[src/rtl/adcsf_pkg.sv]
// package for the converter status-flag block
// assumes a single clock domain and no register bus
package adcsf_pkg;
    localparam int ADCSF_CHANNELS = 4;
    localparam int ADCSF_DATA_W = 10;
    localparam int ADCSF_CH_W = 2;
    localparam logic ADCSF_FLAG_RESET = 1'b0;
    localparam logic [9:0] ADCSF_DATA_RESET = 10'h000;
endpackage

[src/rtl/adcsf_eoc_if.sv]
// interface carrying one end-of-conversion event to the flag module
// assumes the event is a one-cycle pulse on mclk
`timescale 1ns/1ps
`default_nettype none
interface adcsf_eoc_if #(parameter int CH = 4, parameter int CW = 2, parameter int DW = 10);
    logic valid;
    logic [CW-1:0] chan;
    logic [DW-1:0] data;
    logic [CH-1:0] enabled;
    modport src (output valid, output chan, output data, output enabled);
    modport dst (input valid, input chan, input data, input enabled);
endinterface
`default_nettype wire

[src/rtl/adcsf_chan_flags.sv]
// per-channel done and overrun flags for one channel
// assumes read strobes are one-cycle pulses from the same clock
`timescale 1ns/1ps
`default_nettype none
module adcsf_chan_flags
    import adcsf_pkg::*;
(
    input wire logic mclk,
    input wire logic rst,
    input wire logic store,
    input wire logic clr_done,
    input wire logic clr_ovr,
    output logic done,
    output logic ovr
);
    always_ff @(posedge mclk) begin
        if (rst) begin
            done <= ADCSF_FLAG_RESET;
        end else if (store) begin
            done <= 1'b1;
        end else if (clr_done) begin
            done <= 1'b0; // [RULE9]
        end
    end

    always_ff @(posedge mclk) begin
        if (rst) begin
            ovr <= ADCSF_FLAG_RESET;
        end else if (store && done && !clr_done) begin
            ovr <= 1'b1; // [RULE11]
        end else if (clr_ovr) begin
            ovr <= 1'b0; // [RULE10]
        end
    end
endmodule
`default_nettype wire

[src/rtl/adcsf_top.sv]
// converter result registers and status flags
// assumes eoc, reads and enables come from logic on mclk
// Functional notes
// [RULE1] only last-result read clears ready flag
// [RULE2] disabled-channel completion never sets ready flag
// [RULE3] channel read does not block ready set
// [RULE4] disable elsewhere still stores and sets ready
// [RULE5] status read with completion: set beats clear
// [RULE6] completion while ready active and no last-result read sets any-overrun
// [RULE7] channel read does not block any-overrun set
// [RULE8] disable elsewhere still sets both overrun flags
// [RULE9] channel or last read clears done flag
// [RULE10] status read clears channel overrun despite done
// [RULE11] completion over unread done sets channel overrun
`timescale 1ns/1ps
`default_nettype none
module adcsf_top
    import adcsf_pkg::*;
#(
    parameter int CHANNELS = ADCSF_CHANNELS,
    parameter int DATA_W = ADCSF_DATA_W
)(
    input wire logic mclk,
    input wire logic rst,
    input wire logic eoc_valid,
    input wire logic [ADCSF_CH_W-1:0] eoc_chan,
    input wire logic [DATA_W-1:0] eoc_data,
    input wire logic [CHANNELS-1:0] chan_enable,
    input wire logic rd_last,
    input wire logic rd_chan,
    input wire logic [ADCSF_CH_W-1:0] rd_chan_sel,
    input wire logic rd_status,
    output logic [DATA_W-1:0] last_result_reg,
    output logic [ADCSF_CH_W-1:0] last_result_chan,
    output logic [CHANNELS*DATA_W-1:0] channel_result_reg,
    output logic [CHANNELS-1:0] done_flags,
    output logic [CHANNELS-1:0] channel_overrun_flag,
    output logic result_ready_flag,
    output logic any_overrun_flag
);
    if (CHANNELS != (1 << ADCSF_CH_W)) begin : g_bad_channels
        $error("adcsf_top: channel count must match the select width");
    end
    if (DATA_W != ADCSF_DATA_W) begin : g_bad_width
        $error("adcsf_top: data width must match the reset value width");
    end

    adcsf_eoc_if #(.CH(CHANNELS), .CW(ADCSF_CH_W), .DW(DATA_W)) eoc ();
    assign eoc.valid = eoc_valid;
    assign eoc.chan = eoc_chan;
    assign eoc.data = eoc_data;
    assign eoc.enabled = chan_enable;

    // per-channel events of this cycle
    logic store_any;
    logic [CHANNELS-1:0] store_hit;
    logic [CHANNELS-1:0] chan_rd_hit;
    logic [CHANNELS-1:0] last_rd_hit;
    logic [CHANNELS-1:0] done_q;
    logic [CHANNELS-1:0] ovr_q;

    // a completion stores only for an enabled channel
    assign store_any = eoc.valid && eoc.enabled[eoc.chan]; // [RULE2] [RULE4]

    genvar i;
    generate
        for (i = 0; i < CHANNELS; i++) begin : g_ch
            assign store_hit[i] = store_any && (eoc.chan == ADCSF_CH_W'(i));
            assign chan_rd_hit[i] = rd_chan && (rd_chan_sel == ADCSF_CH_W'(i));
            assign last_rd_hit[i] = rd_last && (last_result_chan == ADCSF_CH_W'(i));
            adcsf_chan_flags u_flags (
                .mclk(mclk),
                .rst(rst),
                .store(store_hit[i]),
                .clr_done(chan_rd_hit[i] || last_rd_hit[i]), // [RULE9]
                .clr_ovr(rd_status), // [RULE10]
                .done(done_q[i]),
                .ovr(ovr_q[i])
            );
        end
    endgenerate

    // one result slot per channel, written only by its own completion
    always_ff @(posedge mclk) begin
        if (rst) begin
            channel_result_reg <= {CHANNELS{ADCSF_DATA_RESET}};
        end else begin
            for (int k = 0; k < CHANNELS; k++) begin
                if (store_hit[k]) begin
                    channel_result_reg[k*DATA_W +: DATA_W] <= eoc.data; // [RULE4]
                end
            end
        end
    end

    // flag outputs follow the per-channel flags one cycle later
    always_ff @(posedge mclk) begin
        if (rst) begin
            done_flags <= '0;
        end else begin
            done_flags <= done_q;
        end
    end

    always_ff @(posedge mclk) begin
        if (rst) begin
            channel_overrun_flag <= '0;
        end else begin
            channel_overrun_flag <= ovr_q;
        end
    end

    always_ff @(posedge mclk) begin
        if (rst) begin
            last_result_reg <= ADCSF_DATA_RESET;
        end else if (store_any) begin
            last_result_reg <= eoc.data; // [RULE4]
        end
    end

    always_ff @(posedge mclk) begin
        if (rst) begin
            last_result_chan <= '0;
        end else if (store_any) begin
            last_result_chan <= eoc.chan;
        end
    end

    // global events; a coinciding last-result read consumes the pending result
    logic ready_set;
    logic ready_clr;
    logic any_ovr_set;
    logic any_ovr_clr;
    assign ready_set = store_any; // [RULE3] [RULE4]
    assign ready_clr = rd_last; // [RULE1] [RULE2]
    assign any_ovr_set = store_any && result_ready_flag && !rd_last; // [RULE6] [RULE7] [RULE8]
    assign any_ovr_clr = rd_status; // [RULE5]

    // ready: set by a stored result, cleared only by last-result read
    always_ff @(posedge mclk) begin
        if (rst) begin
            result_ready_flag <= ADCSF_FLAG_RESET;
        end else if (ready_set) begin
            result_ready_flag <= 1'b1; // [RULE3] [RULE4]
        end else if (ready_clr) begin
            result_ready_flag <= 1'b0; // [RULE1] [RULE2]
        end
    end

    // any-overrun: completion over pending ready; set wins over status read
    always_ff @(posedge mclk) begin
        if (rst) begin
            any_overrun_flag <= ADCSF_FLAG_RESET;
        end else if (any_ovr_set) begin
            any_overrun_flag <= 1'b1; // [RULE6] [RULE7] [RULE8] [RULE5]
        end else if (any_ovr_clr) begin
            any_overrun_flag <= 1'b0; // [RULE5]
        end
    end
endmodule
`default_nettype wire

[config.mk]
export PLATFORM = sky130hd
export DESIGN_NAME = adcsf_top
export DESIGN_NICKNAME = d
export VERILOG_FILES = /design/src/rtl/adcsf_pkg.sv /design/src/rtl/adcsf_eoc_if.sv /design/src/rtl/adcsf_chan_flags.sv /design/src/rtl/adcsf_top.sv
export SDC_FILE = /design/constraint.sdc
export NUM_CORES = 1
export LEC_CHECK = 0
export BUFFER_PORTS_ARGS = -buffer_cell sky130_fd_sc_hd__clkbuf_2
export CELL_PAD_IN_SITES_DETAIL_PLACEMENT = 0
export CELL_PAD_IN_SITES_GLOBAL_PLACEMENT = 1
export CORE_AREA = 2 2 87 89
export CTS_BUF_LIST = sky130_fd_sc_hd__clkbuf_2 sky130_fd_sc_hd__clkbuf_4 sky130_fd_sc_hd__clkbuf_8
export CTS_CLUSTER_DIAMETER = 80
export DETAILED_ROUTE_END_ITERATION = 10
export DIE_AREA = 0 0 89 91
export GPL_TIMING_DRIVEN = 0
export PLACE_DENSITY_LB_ADDON = 0.3
export SLEW_MARGIN = 10
export SYNTH_ARGS = -nofsm -noshare
export SYNTH_HDL_FRONTEND = slang
export SYNTH_SLANG_ARGS = --single-unit
[constraint.sdc]
create_clock -name mclk -period 1.4 [get_ports mclk]
set_input_delay 0.07 -clock mclk [delete_from_list [all_inputs] [get_ports mclk]]
set_output_delay 0.07 -clock mclk [all_outputs]
set_load 0.02 [all_outputs]
# == Yosys cells after proc, flatten, opt, wreduce, memory -nomap -nowiden ==
# Index checks and enable logic that the tools add are counted.
# classes
order_cmp,1
mux,18
n_eq_ne,9
reduce_logical,45
# ops
operator,n
logical AND 1 bit,23
nonzero test 2 bit,10
two-way mux 1 bit,17
== test 2 bit (second input constant),6
== test 2 x 1 -> 1 bit (second input constant),3
logical NOT 2 bit,3
logical NOT 1 bit,5
logical OR 1 bit,4
less-than comparator 2 x 3 -> 1 bit (second input constant),1
binary-select mux 1 bit (select 2 bit),1
# word_totals
out_inout_bits,62
regBits,70

# == Depth between registers and ports, before layout ==
# depth
ltp_word,7
depth_mapped,5
ltp_nobuf,3

# == Cells and area by module ==
# A second synthesis with hierarchy kept.
# hier_totals
hier_cells,302
area_unflattened_um2,2638.8
# by_module_without_submodules
mod,area_each_um2,seq_area_each_um2,n_inst,cells_per_inst
adcsf_top,2353.5,1241.2,1,274
adcsf_chan_flags,71.3,40.0,4,7

# == Worst setup path after synthesis ==
# No wires, ideal clock.
# synth_timing
path_kind,input to register
startpoint,in eoc_chan[1]
endpoint,reg last_result_chan[1]
path_buffers,1
arrival_ns,0.954
path_stages,4
setup_ns,0.072
setup_slack_ns,0.374
path_cell_list,mux2_4 > a22oi_4 > buf_6 > mux2i_1
# synth_via
elab_chain_len,3
# synth_rtl
item,line,rtl
start: declaration,adcsf_top.sv:26,"input wire logic [ADCSF_CH_W-1:0] eoc_chan,"
binary-select mux 1 bit (select 2 bit),adcsf_top.sv:63,assign store_any = eoc.valid && eoc.enabled[eoc.chan];
two-way mux 1 bit (implied by the code),adcsf_top.sv:63,
logical AND 1 bit,adcsf_top.sv:63,
end signal: assignment,adcsf_top.sv:125,last_result_chan <= eoc.chan;
end: declaration,adcsf_top.sv:34,"output logic [ADCSF_CH_W-1:0] last_result_chan,"
# Parallel ways exist; a longest one is shown, timed or not. The select of a mux whose other input is x is not followed.
# A chain may end at the register's enable or synchronous reset.

# == Worst setup path after layout ==
# layout_timing
startpoint,reg last_result_chan[0]
endpoint,reg g_ch[0].u_flags.done
# layout_via
elab_chain_len,4
# layout_rtl
item,line,rtl
logical NOT 2 bit,adcsf_top.sv:70,assign last_rd_hit[i] = rd_last && (last_result_chan == ADCSF_CH_W'(i));
logical AND 1 bit,adcsf_top.sv:70,
logical OR 1 bit,adcsf_top.sv:75,".clr_done(chan_rd_hit[i] || last_rd_hit[i]),"
nonzero test 2 bit (no line),-,
end signal: assignment,adcsf_chan_flags.sv:18,done <= ADCSF_FLAG_RESET;
end signal: assignment,adcsf_chan_flags.sv:20,done <= 1'b1;
end signal: assignment,adcsf_chan_flags.sv:22,done <= 1'b0;
end: declaration,adcsf_chan_flags.sv:13,"output logic done,"
# Every way passes these cells.

==> results.md <==
STA:
- For the pin with the worst max-slew slack, the measured transition is 0.551 ns.
- The worst relative slew slack is 0.633.
- The ratio of final minimum period to clock period is 0.837.
- The worst slack on hold paths is 0.0293 ns.
- The total count of max-transition violations in the final report was 0.
- The total negative setup slack is 0 ns.
- The final critical-path required period is 1.17 ns.
- The number of endpoints failing setup at the final stage is 0.
- The maximum frequency from static timing analysis is 854 MHz.
- Setup repair after global routing left no endpoint under its margin.
- The clock skew is 0.00616 ns.
- The final hold violation count is 0.

Clock network:
- The cell sitting at the root of the clock tree is a sky130_fd_sc_hd__clkbuf_8.
- The post-CTS resize count is 0.
- The maximum level of the CTS H-tree is 3.
- For the worst-skew pair, the clock arrives at the later sink with an insertion delay of 0.34 ns.
- The clock-pin slew reported for the worst setup and hold paths after clock tree synthesis is 0.08 ns.
- The number of buffers created by CTS is 9.
- The total number of clock tree sinks is 70.
- TritonCTS built the clock tree.
- The maximum count of clock buffers along a single path is 2.

Global routing:
- In the global route stage, overall resource usage came out at 0.190.
- Summed over all layers, the global routing overflow is 0.
- The largest net degree at the start of global routing is 13.
- The number of global-route vias before repair is 2250.
- The global-route wire length before repair is 11600 um.
- The number of antenna violations at the first check in global routing is 0.

Logic synthesis:
- The count of mapped cells out of synthesis is 299.
- Summing every instance area after synthesis gives 2630 um^2.
- The count of synthesis-stage warnings from yosys is 0.
- The share of the Yosys chip area taken by registers is 0.534.
- The per-instance average area after synthesis is 8.78 um^2.
- The top cell type by total area after synthesis is sky130_fd_sc_hd__dfxtp_1.
- The number of nets in the synthesized netlist is 323.
- Synthesis inferred 70 register bits.
- The synthesized netlist contains 33 unique library cells.
- The fraction of post-synthesis cell area in the top cell type by area is 0.534.
- In the post-synthesis netlist, the biggest area contributors are sky130_fd_sc_hd__dfxtp_1, sky130_fd_sc_hd__nand2_1, sky130_fd_sc_hd__a21oi_1.

Detailed routing:
- The post-route DRC violation count is 0.
- The number of DRC markers in iteration 0 is 100.
- The via count normalized by instance count is 4.64.
- The total number of vias is 2314.
- Before antenna repair, the detailed router went through 4 iterations.
- The total length of routed wires is 7240 um.
- The detail route stage leaves a number of antenna-violating nets equal to 0.
- The per-cell routed wire length is 14.5 um.

Final layout:
- The number of antenna diodes is 0.
- The final cell area excluding filler cells is 3350 um^2.
- The area added between synthesis and finish is 27.8%.
- Of the cells placed in the final design, the portion with a size suffix greater than 1 is 0.290.
- The net count of the finished layout is 419.
- The flip-flop count of the largest register, all copies and words added is 40.
- After the flow finishes, the layout carries non-filler instances totaling 499.
- The post-route core utilization is 0.470.

Worst setup path:
- The worst setup path category is reg -> reg.
- The worst setup path is captured at a flip-flop.
- The kind of start point of the critical path is a flip-flop.
- The required time of the critical path is 1.61 ns.
- In this run the register-to-register setup slack is 0.23 ns.
- Of all nets on the critical path, the largest fanout is 6.
- For the worst setup path, the data arrival time is 1.38 ns.

Power:
- The power per unit of standard cell area is 1180 nW/um^2.
- The worst IR drop on VDD is 0.567 mV.
- The standby leakage power is 1.45 nW.

Floorplan:
- The number of rows in the core area is 31.
- The die is 91 um tall.
- The x dimension of the die is 89 um.
- The initial core utilization is 0.368.
- The die covers 8100 um^2.
- The number of ports placed on the die boundary is 86.
- The placeable core region is 7140 um^2.

Place:
- Routability-driven placement finished with a final weighted congestion of 0.751.
- The HPWL after detailed placement is 5220 um.
- The count of buffers from port buffering is 84.
- The placed instance count is 482.
- The total placed instance area is 3170 um^2.

Outcome:
- The run finished with clean final reports.

Job:
- The number of maximum-capacitance constraint violations is 0.

Worst hold path:
- The tightest min-delay check is of the in -> reg type.
[worst paths after layout]
path / cells after the start / from / endpoint
hold reg to reg: 2 / channel_result_reg[19]$_SDFFE_PP0P_ / channel_result_reg[19]$_SDFFE_PP0P_
setup / recovery: 2 / last_result_chan[0]$_SDFFE_PP0P_ / g_ch[0].u_flags.done$_SDFFE_PP0P_
setup reg to reg: 2 / last_result_chan[0]$_SDFFE_PP0P_ / g_ch[0].u_flags.done$_SDFFE_PP0P_
hold / removal: 3 / eoc_data[5] / channel_result_reg[5]$_SDFFE_PP0P_
[critical path, stage by stage, from the launching register on]
cell	delay, ns
sky130_fd_sc_hd__dfxtp_1	0.37
sky130_fd_sc_hd__o311ai_0	0.53
sky130_fd_sc_hd__o31ai_1	0.14
[cell usage in the layout, fill, tap and decap left out, types with 2 or more instances in the layout]
| cell type | synthesis | layout |
|---|---|---|
| sky130_fd_sc_hd__inv_1 | 2 | 2 |
| sky130_fd_sc_hd__and4b_1 | 2 | 2 |
| sky130_fd_sc_hd__nand4b_1 | 2 | 2 |
| sky130_fd_sc_hd__nand3_1 | 4 | 4 |
| sky130_fd_sc_hd__nor2b_1 | 9 | 9 |
| sky130_fd_sc_hd__clkbuf_8 | 0 | 10 |
| sky130_fd_sc_hd__a21oi_1 | 43 | 43 |
| sky130_fd_sc_hd__nand2b_1 | 22 | 22 |
| sky130_fd_sc_hd__clkinv_2 | 0 | 4 |
| sky130_fd_sc_hd__nand3b_1 | 2 | 2 |
| sky130_fd_sc_hd__clkbuf_1 | 8 | 8 |
| sky130_fd_sc_hd__o21ai_0 | 6 | 6 |
| sky130_fd_sc_hd__nand2_1 | 89 | 89 |
| sky130_fd_sc_hd__o31ai_1 | 2 | 2 |
| sky130_fd_sc_hd__clkinv_4 | 0 | 2 |
| sky130_fd_sc_hd__dfxtp_1 | 70 | 70 |
| sky130_fd_sc_hd__mux2i_1 | 11 | 11 |
| sky130_fd_sc_hd__o211ai_1 | 2 | 2 |
| sky130_fd_sc_hd__clkbuf_2 | 1 | 85 |
| sky130_fd_sc_hd__buf_2 | 8 | 8 |
[final cells by class]
type                            instances  area, um^2
Tap cell                               99         124
Fill cell                             772        3780
Timing Repair Buffer                   85         430
Sequential cell                        70        1400
Inverter                                2        7.51
Clock inverter                          6        37.5
Multi-Input combinational cell        208        1130
Clock buffer                           10         138
Buffer                                 19        90.1
[report_power, final]
part	total, W	internal (W)	switching, W
logic	0.000404	0.000147	0.000257
clock network	0.00147	0.000685	0.000783
registers	0.00208	0.00204	0.0000310
[logic make-up after synthesis]
family	synth area share
multiplexers	0.0520
AND/OR/NAND/NOR	0.254
flip-flops	0.534
buffers and inverters	0.0372
AO/OA/AOI/OAI	0.123
[metrics by stage]
step,worst slack [ns],total power (W)
5_1_grt,0.0974,0.00412
4_1_cts,0.211,0.00400
3_3_place_gp,-0.0165,0.00252
6_report,0.228,0.00395
3_5_place_dp,-0.0518,0.00253
2_1_floorplan,0.374,0.00235
[timing repair]
| item | CTS | global route |
|---|---|---|
| hold buffers | 1 | 0 |
| endpoints found under the hold margin | 2 | 0 |
| setup buffers | 0 | 0 |
[layer usage]
| metal | GRT usage | vias to the layer above | share of wire | wire length, um |
|---|---|---|---|---|
| li1 | - | 1186 | - | - |
| met1 | 0.257 | 1053 | 0.47 | 3420 |
| met2 | 0.282 | 63 | 0.45 | 3280 |
| met3 | 0.0600 | 12 | 0.060 | 434 |
| met4 | 0.0672 | 0 | 0.015 | 111 |
| met5 | 0 | - | 0 | 0 |
[synth_stat cells]
library cell,number
sky130_fd_sc_hd__a32oi_1,1
sky130_fd_sc_hd__clkbuf_2,1
sky130_fd_sc_hd__o21ai_0,6
sky130_fd_sc_hd__a21oi_1,43
sky130_fd_sc_hd__nand2_1,89
sky130_fd_sc_hd__and2_1,1
sky130_fd_sc_hd__buf_6,1
sky130_fd_sc_hd__nand2b_1,22
sky130_fd_sc_hd__and2b_4,1
sky130_fd_sc_hd__clkbuf_1,8
sky130_fd_sc_hd__buf_1,1
sky130_fd_sc_hd__o311ai_0,1
sky130_fd_sc_hd__o211ai_1,2
sky130_fd_sc_hd__mux2_2,1
sky130_fd_sc_hd__inv_1,2
sky130_fd_sc_hd__and4_1,1
sky130_fd_sc_hd__nand3b_1,2
sky130_fd_sc_hd__nand4bb_1,1
sky130_fd_sc_hd__dfxtp_1,70
sky130_fd_sc_hd__a22oi_4,1
sky130_fd_sc_hd__nand4_1,1
sky130_fd_sc_hd__mux2_4,1
sky130_fd_sc_hd__nand4b_1,2
sky130_fd_sc_hd__or3b_2,1
sky130_fd_sc_hd__mux2i_1,11
sky130_fd_sc_hd__nor2b_1,9
sky130_fd_sc_hd__nor2_1,1
sky130_fd_sc_hd__a21bo_2,1
sky130_fd_sc_hd__nor4bb_1,1
sky130_fd_sc_hd__nand3_1,4
sky130_fd_sc_hd__and4b_1,2
sky130_fd_sc_hd__buf_2,8
sky130_fd_sc_hd__o31ai_1,2
(Power assumes the default switching activity.)
